[config.mk]
export PLATFORM = sky130hd
export DESIGN_NAME = i2c_ms_ctrl
export DESIGN_NICKNAME = d
export VERILOG_FILES = /design/src/inc/i2c_ms_pkg.sv /design/src/i2c_ms_ctrl.sv
export VERILOG_INCLUDE_DIRS = /design/src /design/src/inc
export SDC_FILE = /design/constraint.sdc
export NUM_CORES = 1
export LEC_CHECK = 0
export ABC_AREA = 0
export ABC_CLOCK_PERIOD_IN_PS = 8800
export BUFFER_PORTS_ARGS = -buffer_cell sky130_fd_sc_hd__buf_2
export CAP_MARGIN = 20
export CORE_MARGIN = 3
export CORE_UTILIZATION = 50
export DETAILED_ROUTE_END_ITERATION = 6
export PLACE_DENSITY = 0.81
export SKIP_CTS_REPAIR_TIMING = 1
export SYNTH_ARGS = -nofsm -noshare
export SYNTH_HDL_FRONTEND = slang
export SYNTH_SLANG_ARGS = --single-unit
[constraint.sdc]
create_clock -name clk -period 8.8 [get_ports clk]
set_input_delay 0.88 -clock clk [delete_from_list [all_inputs] [get_ports clk]]
set_output_delay 0.88 -clock clk [all_outputs]
set_load 0.01 [all_outputs]
[src/inc/i2c_ms_ctrl_regs.svh]
// Purpose: offsets, field positions and reset values of the two-wire bus controller
// Assumes: 32-bit APB data, one aligned word per register, byte addresses below
// Notes: codes of the controller state machine live in the package
`ifndef I2C_MS_CTRL_REGS_SVH
`define I2C_MS_CTRL_REGS_SVH

// register byte addresses
`define A_OWN 8'h00
`define A_FREQ 8'h04
`define A_CTRL 8'h08
`define A_STAT 8'h0c
`define A_DATA 8'h10
`define A_IST 8'h14
`define A_IMSK 8'h18
`define A_AHI 8'h1c
`define A_SOPT 8'h20

// control register bits
`define C_EN 7
`define C_MST 5
`define C_TX 4
`define C_TXAK 3
`define C_RSTA 2
`define C_GCE 1
`define C_TEN 0

// interrupt status and mask bits
`define I_BYTE 0
`define I_ARBL 1
`define I_AAS 2

// address constants and reset values
`define GC_ADDR 8'h00
`define TEN_HDR 5'h1e
`define MUL_RST 2'h0
`define ICR_RST 6'h00
`define POS_RST 1'h0

`endif

[src/inc/i2c_ms_pkg.sv]
// Purpose: types shared by the two-wire bus controller
// Assumes: constants come from the register header
// Notes: whole controller state is one packed struct
package i2c_ms_pkg;

   // master clock and condition generator
   typedef enum logic [3:0] {
      M_IDLE  = 4'b0000,
      M_START = 4'b0001,
      M_WAIT  = 4'b0010,
      M_LOW   = 4'b0011,
      M_HIGH  = 4'b0100,
      M_STOP  = 4'b0101,
      M_STOP2 = 4'b0110,
      M_RSTA  = 4'b0111,
      M_RHI   = 4'b1000
   } mst_st_t;

   typedef struct packed {
      logic [6:0] own;
      logic [2:0] ahi;
      logic [1:0] mul;
      logic [5:0] rate_divider_index;
      logic en;
      logic mst;
      logic tx;
      logic txak;
      logic gce;
      logic ten;
      logic pos;
      logic [2:0] ist;
      logic [2:0] imsk;
      logic [7:0] sh;
      logic [7:0] dat;
      logic [3:0] bitn;
      logic act;
      logic hold;
      logic aph;
      logic tw;
      logic tenok;
      logic aas;
      logic srw;
      logic rxak;
      logic busy;
      logic sclp;
      logic sdap;
      logic scl_oe;
      logic sda_oe;
      mst_st_t ms;
      logic [11:0] cnt;
      logic [3:0] pin_oe;
      logic [3:0] pin_lvl;
      logic pready;
      logic pslverr;
      logic [31:0] prdata;
      logic irq;
   } state_t;

endpackage

[src/i2c_ms_ctrl.sv]
// Purpose: two-wire bus master/slave controller with APB registers
// Assumes: pin inputs synchronous to clk, 20 MHz clock
// Notes: bytes stretch the clock until software touches the data register
`include "i2c_ms_ctrl_regs.svh"

module i2c_ms_ctrl (
   input logic clk,                  // system clock
   input logic rst_n,                // async reset, active low
   input logic [7:0] paddr,          // apb address
   input logic psel,                 // apb select
   input logic penable,              // apb enable
   input logic pwrite,               // apb direction
   input logic [31:0] pwdata,        // apb write data
   output logic [31:0] prdata,       // apb read data
   output logic pready,              // apb ready
   output logic pslverr,             // apb error, unmapped
   output logic irq,                 // level interrupt
   input logic stop3_halt,           // freeze while high
   input logic stop2_entry,          // reset registers
   input logic port_f_line_two_in,   // clock line, pos 0
   output logic port_f_line_two_out, // always low level
   output logic port_f_line_two_oe,  // pull low
   input logic port_f_line_three_in, // data line, pos 0
   output logic port_f_line_three_out, // always low level
   output logic port_f_line_three_oe, // pull low
   input logic port_e_line_four_in,  // clock line, pos 1
   output logic port_e_line_four_out, // always low level
   output logic port_e_line_four_oe, // pull low
   input logic port_e_line_five_in,  // data line, pos 1
   output logic port_e_line_five_out, // always low level
   output logic port_e_line_five_oe  // pull low
);

   logic [1:0] rs_q;
   logic rstn_s;
   i2c_ms_pkg::state_t s;
   i2c_ms_pkg::state_t n;
   logic scl;
   logic sda;
   logic rise;
   logic fall;
   logic start;
   logic stop;
   logic acc;
   logic wr;
   logic dwr;
   logic drd;
   logic kick;
   logic rsta;
   logic done;
   logic lose;
   logic m7;
   logic gc;
   logic t1;
   logic [11:0] h;
   logic [2:0] ev;
   logic [2:0] clr;
   logic [31:0] rd;

   // half of one serial bit in clocks; divider never below 20
   function automatic logic [11:0] half_per(input logic [1:0] m,
                                            input logic [5:0] i);
      logic [8:0] d;
      d = {1'b0, i, 2'b00};
      case (i)
         6'h00: d = 9'h014;
         6'h01: d = 9'h016;
         6'h02: d = 9'h018;
         6'h03: d = 9'h01a;
         6'h04: d = 9'h01c;
         6'h05: d = 9'h01e;
         6'h06: d = 9'h022;
         6'h07: d = 9'h028;
         6'h08: d = 9'h01c;
         6'h09: d = 9'h020;
         6'h0a: d = 9'h024;
         6'h0b: d = 9'h028;
         6'h0c: d = 9'h02c;
         default: d = {1'b0, i, 2'b00};
      endcase
      // reserved multiplier acts as one
      if (m == 2'h1) begin
         half_per = {3'h0, d};
      end else if (m == 2'h2) begin
         half_per = {2'h0, d, 1'b0};
      end else begin
         half_per = {4'h0, d[8:1]};
      end
   endfunction

   // state value after any reset, including stop2 entry
   function automatic i2c_ms_pkg::state_t rst_val();
      i2c_ms_pkg::state_t r;
      r = '0;
      r.mul = `MUL_RST;
      r.rate_divider_index = `ICR_RST;
      r.pos = `POS_RST;
      r.ms = i2c_ms_pkg::M_IDLE;
      r.sclp = 1'b1;
      r.sdap = 1'b1;
      rst_val = r;
   endfunction

   // reset release through two flops
   always_ff @(posedge clk or negedge rst_n) begin
      if (!rst_n) begin
         rs_q <= 2'h0;
      end else begin
         rs_q <= {rs_q[0], 1'b1};
      end
   end
   assign rstn_s = rs_q[1];

   // line selection by pin position
   assign scl = s.pos ? port_e_line_four_in : port_f_line_two_in;
   assign sda = s.pos ? port_e_line_five_in : port_f_line_three_in;
   assign rise = ~s.sclp & scl;
   assign fall = s.sclp & ~scl;
   assign start = s.sclp & scl & s.sdap & ~sda;
   assign stop = s.sclp & scl & ~s.sdap & sda;

   // apb: one wait state, write and read effects at the ready edge
   assign acc = psel & penable & s.pready;
   assign wr = acc & pwrite;
   assign dwr = wr & (paddr == `A_DATA);
   assign drd = acc & ~pwrite & (paddr == `A_DATA);
   assign kick = (dwr | drd) & s.hold;
   assign rsta = wr & (paddr == `A_CTRL) & pwdata[`C_RSTA];
   assign h = half_per(s.mul, s.rate_divider_index);
   assign done = (s.cnt == h - 12'h001);

   // read mux
   always_comb begin
      rd = 32'h0000_0000;
      if (paddr == `A_OWN) begin
         rd[7:1] = s.own;
      end else if (paddr == `A_FREQ) begin
         rd[7:0] = {s.mul, s.rate_divider_index};
      end else if (paddr == `A_CTRL) begin
         rd[7:0] = {s.en, 1'b0, s.mst, s.tx, s.txak, 1'b0, s.gce, s.ten};
      end else if (paddr == `A_STAT) begin
         rd[7:0] = {s.hold, s.aas, s.busy, s.act, 1'b0, s.srw, 1'b0, s.rxak};
      end else if (paddr == `A_DATA) begin
         rd[7:0] = s.dat;
      end else if (paddr == `A_IST) begin
         rd[2:0] = s.ist;
      end else if (paddr == `A_IMSK) begin
         rd[2:0] = s.imsk;
      end else if (paddr == `A_AHI) begin
         rd[2:0] = s.ahi;
      end else if (paddr == `A_SOPT) begin
         rd[0] = s.pos;
      end
   end

   // next-state logic; later steps override earlier ones
   always_comb begin
      n = s;
      ev = 3'h0;
      clr = 3'h0;
      lose = 1'b0;
      m7 = 1'b0;
      gc = 1'b0;
      t1 = 1'b0;
      n.sclp = scl;
      n.sdap = sda;
      n.pready = psel & penable & ~s.pready;
      n.prdata = 32'h0000_0000;
      n.pslverr = 1'b0;
      if (psel & penable & ~s.pready) begin
         n.prdata = rd;
         n.pslverr = ~((paddr == `A_OWN) | (paddr == `A_FREQ) |
                       (paddr == `A_CTRL) | (paddr == `A_STAT) |
                       (paddr == `A_DATA) | (paddr == `A_IST) |
                       (paddr == `A_IMSK) | (paddr == `A_AHI) |
                       (paddr == `A_SOPT));
      end
      // register writes
      if (wr) begin
         if (paddr == `A_OWN) begin
            n.own = pwdata[7:1];
         end else if (paddr == `A_FREQ) begin
            n.mul = pwdata[7:6];
            n.rate_divider_index = pwdata[5:0];
         end else if (paddr == `A_CTRL) begin
            n.en = pwdata[`C_EN];
            n.mst = pwdata[`C_MST];
            n.tx = pwdata[`C_TX];
            n.txak = pwdata[`C_TXAK];
            n.gce = pwdata[`C_GCE];
            n.ten = pwdata[`C_TEN];
         end else if (paddr == `A_IST) begin
            clr = pwdata[2:0];
         end else if (paddr == `A_IMSK) begin
            n.imsk = pwdata[2:0];
         end else if (paddr == `A_AHI) begin
            n.ahi = pwdata[2:0];
         end else if (paddr == `A_SOPT) begin
            n.pos = pwdata[0];
         end
      end
      // software touching data resumes a held byte
      if (kick) begin
         n.hold = 1'b0;
         n.act = 1'b1;
         n.bitn = 4'h0;
         if (dwr) begin
            n.sh = pwdata[7:0];
         end
         n.sda_oe = s.tx & dwr & ~pwdata[7];
         if (!s.mst) begin
            n.scl_oe = 1'b0;
         end
      end
      // master clock and condition generator
      case (s.ms)
         i2c_ms_pkg::M_IDLE: begin
            if (s.mst && s.en && !s.busy) begin
               n.sda_oe = 1'b1;
               n.cnt = 12'h000;
               n.ms = i2c_ms_pkg::M_START;
            end else if (s.mst) begin
               lose = 1'b1;
            end
         end
         i2c_ms_pkg::M_START: begin
            n.cnt = s.cnt + 12'h001;
            if (done) begin
               n.scl_oe = 1'b1;
               n.cnt = 12'h000;
               n.hold = 1'b1;
               n.ms = i2c_ms_pkg::M_WAIT;
            end
         end
         i2c_ms_pkg::M_WAIT: begin
            n.cnt = 12'h000;
            if (!s.mst) begin
               n.sda_oe = 1'b1;
               n.ms = i2c_ms_pkg::M_STOP;
            end else if (rsta) begin
               n.sda_oe = 1'b0;
               n.ms = i2c_ms_pkg::M_RSTA;
            end else if (kick) begin
               n.ms = i2c_ms_pkg::M_LOW;
            end
         end
         i2c_ms_pkg::M_LOW: begin
            n.cnt = s.cnt + 12'h001;
            if (done) begin
               n.scl_oe = 1'b0;
               n.cnt = 12'h000;
               n.ms = i2c_ms_pkg::M_HIGH;
            end
         end
         i2c_ms_pkg::M_HIGH: begin
            // count only once the line is seen high: slaves may stretch
            if (scl) begin
               n.cnt = s.cnt + 12'h001;
               if (done) begin
                  n.scl_oe = 1'b1;
                  n.cnt = 12'h000;
                  n.ms = (s.bitn == 4'h9) ? i2c_ms_pkg::M_WAIT : i2c_ms_pkg::M_LOW;
               end
            end
         end
         i2c_ms_pkg::M_STOP: begin
            n.cnt = s.cnt + 12'h001;
            if (done) begin
               n.scl_oe = 1'b0;
               n.cnt = 12'h000;
               n.ms = i2c_ms_pkg::M_STOP2;
            end
         end
         i2c_ms_pkg::M_STOP2: begin
            if (scl) begin
               n.cnt = s.cnt + 12'h001;
               if (done) begin
                  n.sda_oe = 1'b0;
                  n.hold = 1'b0;
                  n.cnt = 12'h000;
                  n.ms = i2c_ms_pkg::M_IDLE;
               end
            end
         end
         i2c_ms_pkg::M_RSTA: begin
            n.cnt = s.cnt + 12'h001;
            if (done) begin
               n.scl_oe = 1'b0;
               n.cnt = 12'h000;
               n.ms = i2c_ms_pkg::M_RHI;
            end
         end
         i2c_ms_pkg::M_RHI: begin
            if (scl) begin
               n.cnt = s.cnt + 12'h001;
               if (done) begin
                  n.sda_oe = 1'b1;
                  n.cnt = 12'h000;
                  n.ms = i2c_ms_pkg::M_START;
               end
            end
         end
         default: begin
            n.ms = i2c_ms_pkg::M_IDLE;
         end
      endcase
      // bus monitor sees every start and stop, own ones too
      if (start) begin
         n.busy = 1'b1;
         n.bitn = 4'h0;
         n.aas = 1'b0;
         if (!s.mst) begin
            n.aph = 1'b1;
            n.act = s.en;
            n.hold = 1'b0;
            n.sda_oe = 1'b0;
            n.scl_oe = 1'b0;
         end
      end else if (stop) begin
         n.busy = 1'b0;
         n.act = 1'b0;
         n.aas = 1'b0;
         n.aph = 1'b0;
         n.tw = 1'b0;
         n.tenok = 1'b0;
         if (!s.mst) begin
            n.hold = 1'b0;
            n.sda_oe = 1'b0;
            n.scl_oe = 1'b0;
         end
      end else if (s.act && rise) begin
         // sample on the rising clock edge
         if (s.bitn < 4'h8) begin
            n.sh = {s.sh[6:0], sda};
            n.bitn = s.bitn + 4'h1;
            // released a one but the line reads zero
            if (s.mst && s.tx && !s.sda_oe && !sda) begin
               lose = 1'b1;
            end
         end else if (s.bitn == 4'h8) begin
            n.rxak = sda;
            n.bitn = 4'h9;
         end
      end else if (s.act && fall) begin
         if (s.bitn < 4'h8) begin
            n.sda_oe = s.tx & ~s.sh[7];
         end else if (s.bitn == 4'h8 && s.aph && !s.mst) begin
            // address byte as slave: decide the acknowledge
            m7 = ~s.ten & (s.sh[7:1] == s.own);
            gc = s.gce & (s.sh == `GC_ADDR);
            t1 = s.ten & (s.sh[7:3] == `TEN_HDR) & (s.sh[2:1] == s.ahi[2:1]);
            n.sda_oe = 1'b1;
            if (s.tw) begin
               n.tw = 1'b0;
               n.aph = 1'b0;
               if ({s.ahi[0], s.own} == s.sh) begin
                  n.aas = 1'b1;
                  n.tenok = 1'b1;
                  n.srw = 1'b0;
                  n.tx = 1'b0;
                  ev[`I_AAS] = 1'b1;
               end else begin
                  n.sda_oe = 1'b0;
                  n.act = 1'b0;
               end
            end else if (m7 || gc || (t1 && s.sh[0] && s.tenok)) begin
               n.aas = 1'b1;
               n.aph = 1'b0;
               n.srw = s.sh[0];
               n.tx = s.sh[0] & ~gc;
               ev[`I_AAS] = 1'b1;
            end else if (t1 && !s.sh[0]) begin
               n.tw = 1'b1;
            end else begin
               n.sda_oe = 1'b0;
               n.act = 1'b0;
               n.aph = 1'b0;
            end
         end else if (s.bitn == 4'h8) begin
            n.sda_oe = ~s.tx & ~s.txak;
         end else if (s.bitn == 4'h9) begin
            n.sda_oe = 1'b0;
            if (s.tw) begin
               // second address byte follows with no software step
               n.bitn = 4'h0;
            end else begin
               n.act = 1'b0;
               n.dat = s.sh;
               ev[`I_BYTE] = 1'b1;
               // a nack to our slave transmit ends our part
               if (!(s.tx && !s.mst && s.rxak)) begin
                  n.hold = 1'b1;
                  n.scl_oe = s.scl_oe | ~s.mst; // master already holds it low
               end
            end
         end
      end
      // lost arbitration: release both lines and act as slave
      if (lose) begin
         n.mst = 1'b0;
         n.tx = 1'b0;
         n.act = 1'b0;
         n.hold = 1'b0;
         n.scl_oe = 1'b0;
         n.sda_oe = 1'b0;
         n.ms = i2c_ms_pkg::M_IDLE;
         ev[`I_ARBL] = 1'b1;
      end
      // disabled module leaves the bus alone
      if (!n.en) begin
         n.act = 1'b0;
         n.hold = 1'b0;
         n.aas = 1'b0;
         n.aph = 1'b0;
         n.scl_oe = 1'b0;
         n.sda_oe = 1'b0;
         n.ms = i2c_ms_pkg::M_IDLE;
      end
      // an event in the clearing cycle survives
      n.ist = (s.ist & ~clr) | ev;
      // enables only: the wire is pulled low or let float
      n.pin_lvl = 4'h0;
      n.pin_oe = n.pos ? {n.sda_oe, n.scl_oe, 2'b00} : {2'b00, n.sda_oe, n.scl_oe};
      // irq runs in wait mode too, so it can wake the cpu
      n.irq = |(n.ist & n.imsk);
      if (stop2_entry) begin
         n = rst_val();
      end else if (stop3_halt) begin
         n = s;
      end
   end

   // single state register
   always_ff @(posedge clk or negedge rstn_s) begin
      if (!rstn_s) begin
         s <= rst_val();
      end else begin
         s <= n;
      end
   end

   // outputs straight from the state register
   assign prdata = s.prdata;
   assign pready = s.pready;
   assign pslverr = s.pslverr;
   assign irq = s.irq;
   assign port_f_line_two_oe = s.pin_oe[0];
   assign port_f_line_three_oe = s.pin_oe[1];
   assign port_e_line_four_oe = s.pin_oe[2];
   assign port_e_line_five_oe = s.pin_oe[3];
   assign port_f_line_two_out = s.pin_lvl[0];
   assign port_f_line_three_out = s.pin_lvl[1];
   assign port_e_line_four_out = s.pin_lvl[2];
   assign port_e_line_five_out = s.pin_lvl[3];

endmodule // i2c_ms_ctrl

==> results of run 1 <==
[final timing paths]
| path | end | startpoint | slack [ps] |
|---|---|---|---|
| hold reg to reg | s[117] | rs_q[1] | 240 |
| hold / removal | s[117] | rs_q[1] | 240 |
| setup / recovery | s[55] | s[107] | 4440 |
| min in group clk | rs_q[1] | rs_q[0] | 350 |
| max in group asynchronous | prdata[4] | rs_q[1] | 7360 |
| setup reg to reg | s[55] | s[107] | 4440 |
[power by group]
| part | total [uW] | internal [uW] | switching, uW |
|---|---|---|---|
| clock | 411 | 230 | 181 |
| sequential | 453 | 448 | 4.50 |
| combinational | 59.7 | 13.9 | 45.8 |
[registers in the layout, summed over array words and instances (netlist names)]
register	flops
s	80
port_e_line_four_oe	1
pslverr	1
pready	1
irq	1
rs_q	2
port_f_line_two_oe	1
prdata	8
port_e_line_five_oe	1
port_f_line_three_oe	1
[layer usage]
layer / wire (um) / global-route usage / part of all wire
met1: 8060 / 0.357 / 0.42
met2: 8780 / 0.395 / 0.46
met3: 1780 / 0.0527 / 0.093
met4: 465 / 0.0907 / 0.024
met5: 0 / 0 / 0
[metrics by stage]
step	setup slack (ps)	util	total power, uW	hold slack [ps]	std cells
finish	4440	0.550	924	242	1047
floorplan	5000	-	505	331	893
CTS	4460	0.550	928	258	1046
global route	4170	0.550	952	281	1047
global placement	4380	0.527	519	248	1030
detailed placement	4320	0.527	520	251	1030
[final cells by class]
cell class / instances / area (um^2)
Clock inverter: 5 / 62.6
Inverter: 20 / 75.1
Clock buffer: 11 / 243
Multi-Input combinational cell: 691 / 4090
Timing Repair Buffer: 47 / 250
Sequential cell: 97 / 2430
Tap cell: 176 / 220
Fill cell: 1247 / 6030
[Yosys cell counts (5+ instances only)]
cell      number
a21o_1         9
a21oi_1       63
a222oi_1       6
a22o_1        16
a31oi_1        5
and2_1         6
and3_1        18
buf_4         36
clkbuf_1      44
dfrtp_1       95
ha_1           5
inv_1         19
mux2_2         7
mux2i_1       21
nand2_1      103
nand2b_1      14
nand3_1       25
nand4_1        8
nor2_1       107
nor2b_1       16
nor3_1        21
nor4_1        11
o211ai_1       8
o21ai_0       52
o22ai_1        5
o31ai_1        5
o32ai_1        7
or2_2          6
or3_1          5
xnor2_1       12
xor2_1        24
[logic make-up after synthesis]
kind of cell | after synthesis | synth area share
DFF | 97 | 0.350
adders and majority gates | 5 | 0.00900
other | 2 | 0.00108
buffers and inverters | 105 | 0.0767
and+or+nand+nor | 365 | 0.255
AOI/OAI and AO/OA | 228 | 0.221
muxes | 28 | 0.0416
xor gates and xnor gates | 36 | 0.0454
==> impl_metrics.yaml, run 1 <==
global_routing:
  grt_pass1_wl_mm: 30.5
  overflow: 0
  antenna_violations_before_repair: 0
  grt_start_max_net_pins: 70
  grtUsageTotal: 0.256
  grt_pass1_vias: 5825
placed_design:
  hpwlAfterDp_mm: 13.8
  dpl-instance-area_um2: 7060
  globalplace.congestion: 0.977
  numPortBuffers: 41
power:
  leakage_uw: 0.00325
  power_per_cell_area_nw_per_um2: 125
  irDropWorstVdd_v: 0.000144
setup_path:
  timing.critical_path.depth: 14
  cp.buffers_inverters: 0
  cp_slowest_cell: "dfrtp_1"
  critPathMaxStageDelay_ps: 630
  crit_fanout: 14
  worst-endpoint-required_ps: 9090
  cp.arrival_ps: 4640
  crit_family: "simple AND/OR/NAND/NOR gates"
  critical_path.startpoint_type: "register"
  crit_type: "reg -> reg"
  end_kind: "register"
  critical_path.cell_chain: "a21boi_0 > o21ai_0 > nor2_1 > nor2_1 > o22a_1 > ha_1 > xnor2_1 > or4_1 > nor4_4 > o311ai_2 > nor3_4 > o31ai_2 > or4_1 > o21ai_1"
  r2r.worst_path.cells: 14
synth:
  synthesis.area_um2: 6950
  syn-instance-count: 866
  sequential_to_total_area_share_from_yosys_stat: 0.350
  synthArstFlopShare: 1.00
  post_synth_edffs: 0
  synth_largest_type_area_fraction: 0.342
  netlist_top_cells_area: "dfrtp_1 34%, nor2_1 5.8%, nand2_1 5.6%, a21oi_1 4.5%, buf_4 3.9%"
  predominant_post_synthesis_flop_cell: "dfrtp_1"
  yosys.cell_types.count: 74
  yosys_register_bits: 97
  count_of_warnings_emitted_by_yosys: 0
  synth_top_cell_by_area: "dfrtp_1"
  mean_syn_cell_area_um2: 8.02
finish:
  layout.cells.most_common_list: "106 x nor2_1, 103 x nand2_1, 94 x dfrtp_1"
  mostFrequentLayoutCell: "nor2_1"
  stdcell_area_um2: 7370
  antenna-diode-count: 0
  area_delta_synth_final_pct: 6.12
  final_layout_size_suffix_gt1_frac: 0.104
  count_of_nets_after_finishing: 922
drt:
  vias: 6520
  drt-total-wl_mm: 19.1
  drc_marker_count_from_the_first_detailed_route_iteration: 767
  ant_nets: 0
  remaining_drc_errors: 1
  drt_pass1_iterations: 7
  detail_route.vias_per_cell: 6.23
  wl_per_cell_um: 18.2
clocking:
  cts_htree_levels: 3
  cts_buffers: 9
  tritoncts: "done"
  cts_max_path_buffers: 2
  cts.reportedPaths.clkPinSlew_ps: 70
  cts.sinks: 97
  clockRootBuffer: "clkbuf_16"
  clk_latency_ps: 360
worst_hold_path:
  worst_hold_path_type: "reg -> async"
sta:
  tightest_slew_ps: 870
  max_freq_ghz: 0.229
  share_of_the_cycle_needed_by_the_critical_path_after_routing: 0.495
  rsz0062_at_grt: "no"
  tns_ps: 0
  relSlewSlack: 0.420
  timing.final.crit_period_ps: 4360
  timing_hold_violations_final: 0
  fin_worst_skew_ps: 10.1
  final-max-slew-violation-count: 0
  final-setup-viol-count: 0
run_status:
  status: "finished, violations left"
  failed_checks: "DRC"
floorplanning:
  pin_count: 94
  placeableCoreArea_um2: 13400
  design.die.area_um2: 15300
  initial_core_util: 0.518
  fp.dieH_um: 124
  die_w_um: 124
  row_count: 42
run:
  maxCapViolCount: 0
Note: power is estimated with default switching activity, not from simulation.
==> run 2, diff against run 1 <==
--- a/config.mk
+++ b/config.mk
@@ -7,7 +7,7 @@
 export NUM_CORES = 1
 export LEC_CHECK = 0
 export ABC_AREA = 0
-export ABC_CLOCK_PERIOD_IN_PS = 8800
+export ABC_CLOCK_PERIOD_IN_PS = 4100
 export BUFFER_PORTS_ARGS = -buffer_cell sky130_fd_sc_hd__buf_2
 export CAP_MARGIN = 20
 export CORE_MARGIN = 3
==> constraint.sdc (replaced) <==
create_clock -name clk -period 4.1 [get_ports clk]
set_input_delay 0.41 -clock clk [delete_from_list [all_inputs] [get_ports clk]]
set_output_delay 0.41 -clock clk [all_outputs]
set_load 0.01 [all_outputs]
==> run 2 against run 1 <==
Effect of this change:
- the run now ends clean
- final cell count is 2.2% higher
- fmax is 11% higher
- sequential power is 120% higher
- non-clock buffer count is 23 higher
- clock power is 110% higher
- combinational power is 110% higher
- worst hold slack better by 110 ps
- total power is 110% higher
- critical path type unchanged
- highest routed layer unchanged
==> impl_metrics.yaml, run 2 (synthesis results as in run 1) <==
sta:
  tns_ps: 0
  final-setup-viol-count: 0
  rsz0062_at_grt: "no"
  relSlewSlack: 0.340
  tightest_slew_ps: 990
  timing_hold_violations_final: 0
  timing.final.crit_period_ps: 3920
  max_freq_ghz: 0.255
  fin_worst_skew_ps: 8.92
  share_of_the_cycle_needed_by_the_critical_path_after_routing: 0.957
  final-max-slew-violation-count: 0
power:
  design_power_total_uw: 1950
  irDropWorstVdd_v: 0.000226
  power.share.switching: 0.248
  leakage_uw: 0.00337
  power_per_cell_area_nw_per_um2: 258
  p_int_uw: 1470
  total_switching_power_uw: 484
  clock_power_frac: 0.434
  pwr-share-seq: 0.503
  combPwrFrac: 0.064
placed_design:
  dpl-instance-area_um2: 7230
  number_of_placed_instances_taps_included: 1052
  globalplace.congestion: 0.962
  hpwlAfterDp_mm: 14.4
  numPortBuffers: 41
drt:
  detail_route.vias_per_cell: 6.20
  wl_per_cell_um: 18.4
  drt_pass1_iterations: 6
  ant_nets: 0
  drt-total-wl_mm: 19.7
  vias: 6635
  remaining_drc_errors: 0
  drc_marker_count_from_the_first_detailed_route_iteration: 833
worst_hold_path:
  min_delay_path_depth: 0
  worst_hold_path_type: "reg -> reg"
  hold_path_startpoint: "rs_q[0]"
  min_delay_worst_endpoint: "rs_q[1]"
finish:
  fill_cells: 1221
  mostFrequentLayoutCell: "nor2_1"
  number_of_cells_in_the_finished_layout_apart_from_fillers: 1070
  multiInputGateArea_um2: 4120
  seq_area_um2: 2440
  flip_flop_count_of_the_largest_register_after_layout: 80
  count_of_nets_after_finishing: 945
  finalCoreUtilization: 0.564
  antenna-diode-count: 0
  final_layout_size_suffix_gt1_frac: 0.130
  layout.cells.most_common_list: "106 x nor2_1, 103 x nand2_1, 92 x dfrtp_1"
  regMostFlops: "s"
  area_delta_synth_final_pct: 8.82
  stdcell_area_um2: 7560
floorplanning:
  placeableCoreArea_um2: 13400
  design.die.area_um2: 15300
  row_count: 42
  pin_count: 94
  fp.dieH_um: 124
  die_w_um: 124
  initial_core_util: 0.518
setup_path:
  timing.rr.end: "port_e_line_four_oe"
  ff2ff_setup_slack_ps: 180
  worst-endpoint-required_ps: 4370
  cp.arrival_ps: 4200
  crit_fanout: 11
  crit_type: "reg -> reg"
  critical_path.startpoint_type: "register"
  rr_startpoint: "s[110]"
  end_kind: "register"
  r2r.worst_path.cells: 11
global_routing:
  overflow: 0
  grt_pass1_vias: 5974
  grtUsageTotal: 0.261
  antenna_violations_before_repair: 0
  grt_pass1_wl_mm: 31.0
  grt_start_max_net_pins: 76
clocking:
  cts.reportedPaths.clkPinSlew_ps: 70
  tritoncts: "done"
  clockRootBuffer: "clkbuf_16"
  cts_buffers: 9
  cts_max_path_buffers: 2
  cts_htree_levels: 3
  clk_latency_ps: 350
  cts.sinks: 97
run_status:
  status: "completed"
run:
  maxCapViolCount: 0
run 2: changes by cell type in the layout (fill, tap and decap cells not counted), sizes merged:
| cell | previous run | this run |
|---|---|---|
| clkinv | 1 | 4 |
| buf | 47 | 69 |
| inv | 21 | 19 |
| clkbuf | 11 | 10 |
| dlygate4sd3 | 0 | 1 |
run 2: cell type report:
cell class,instances,area share
multi-input cells,691,0.544
flip-flops and latches,97,0.322
repair buffers,70,0.0563
clock buffers,10,0.0303
well taps,176,0.0291
inverters,20,0.00993
clock inverters,6,0.00794
run 2: worst max-delay path by stage:
stage / from / end / cells after the start
CTS: s[107] / port_e_line_four_oe / 15
detailed placement: s[106] / port_e_line_four_oe / 15
global route: s[108] / port_e_line_four_oe / 12
global placement: s[107] / port_e_line_four_oe / 15
finish: s[110] / port_e_line_four_oe / 11
floorplan: s[108] / s[55] / 15
run 2: worst max-delay path, cell delays in order, from the launching register on:
cell and delay [ps]:
dfrtp_1 450, buf_4 210, or2_1 280, or4_4 510
a311oi_2 360, a311oi_4 110, nor4b_1 600, o311ai_4 200
or3_4 460, o41ai_1 330, o211ai_1 170, o21ai_0 170
run 2: layer usage:
metal,part of all wire,global-route usage,up-vias
li1,-,-,3089
met3,0.090,0.0513,61
met2,0.45,0.398,341
met1,0.42,0.357,3144
met5,0,0,-
met4,0.041,0.125,0
run 2: power groups by stage:
stage | Clock, uW | Combinational [uW] | Sequential [uW]
floorplan | 0 | 86.5 | 997
global placement | 0 | 118 | 999
detailed placement | 0 | 119 | 1000
CTS | 856 | 120 | 981
global route | 891 | 136 | 983
finish | 845 | 124 | 980
run 2: stage by stage:
step	hold WS [ps]	worst slack [ps]
floorplan	114	296
global placement	196	216
detailed placement	197	123
CTS	-184	118
global route	356	5.84
finish	355	176
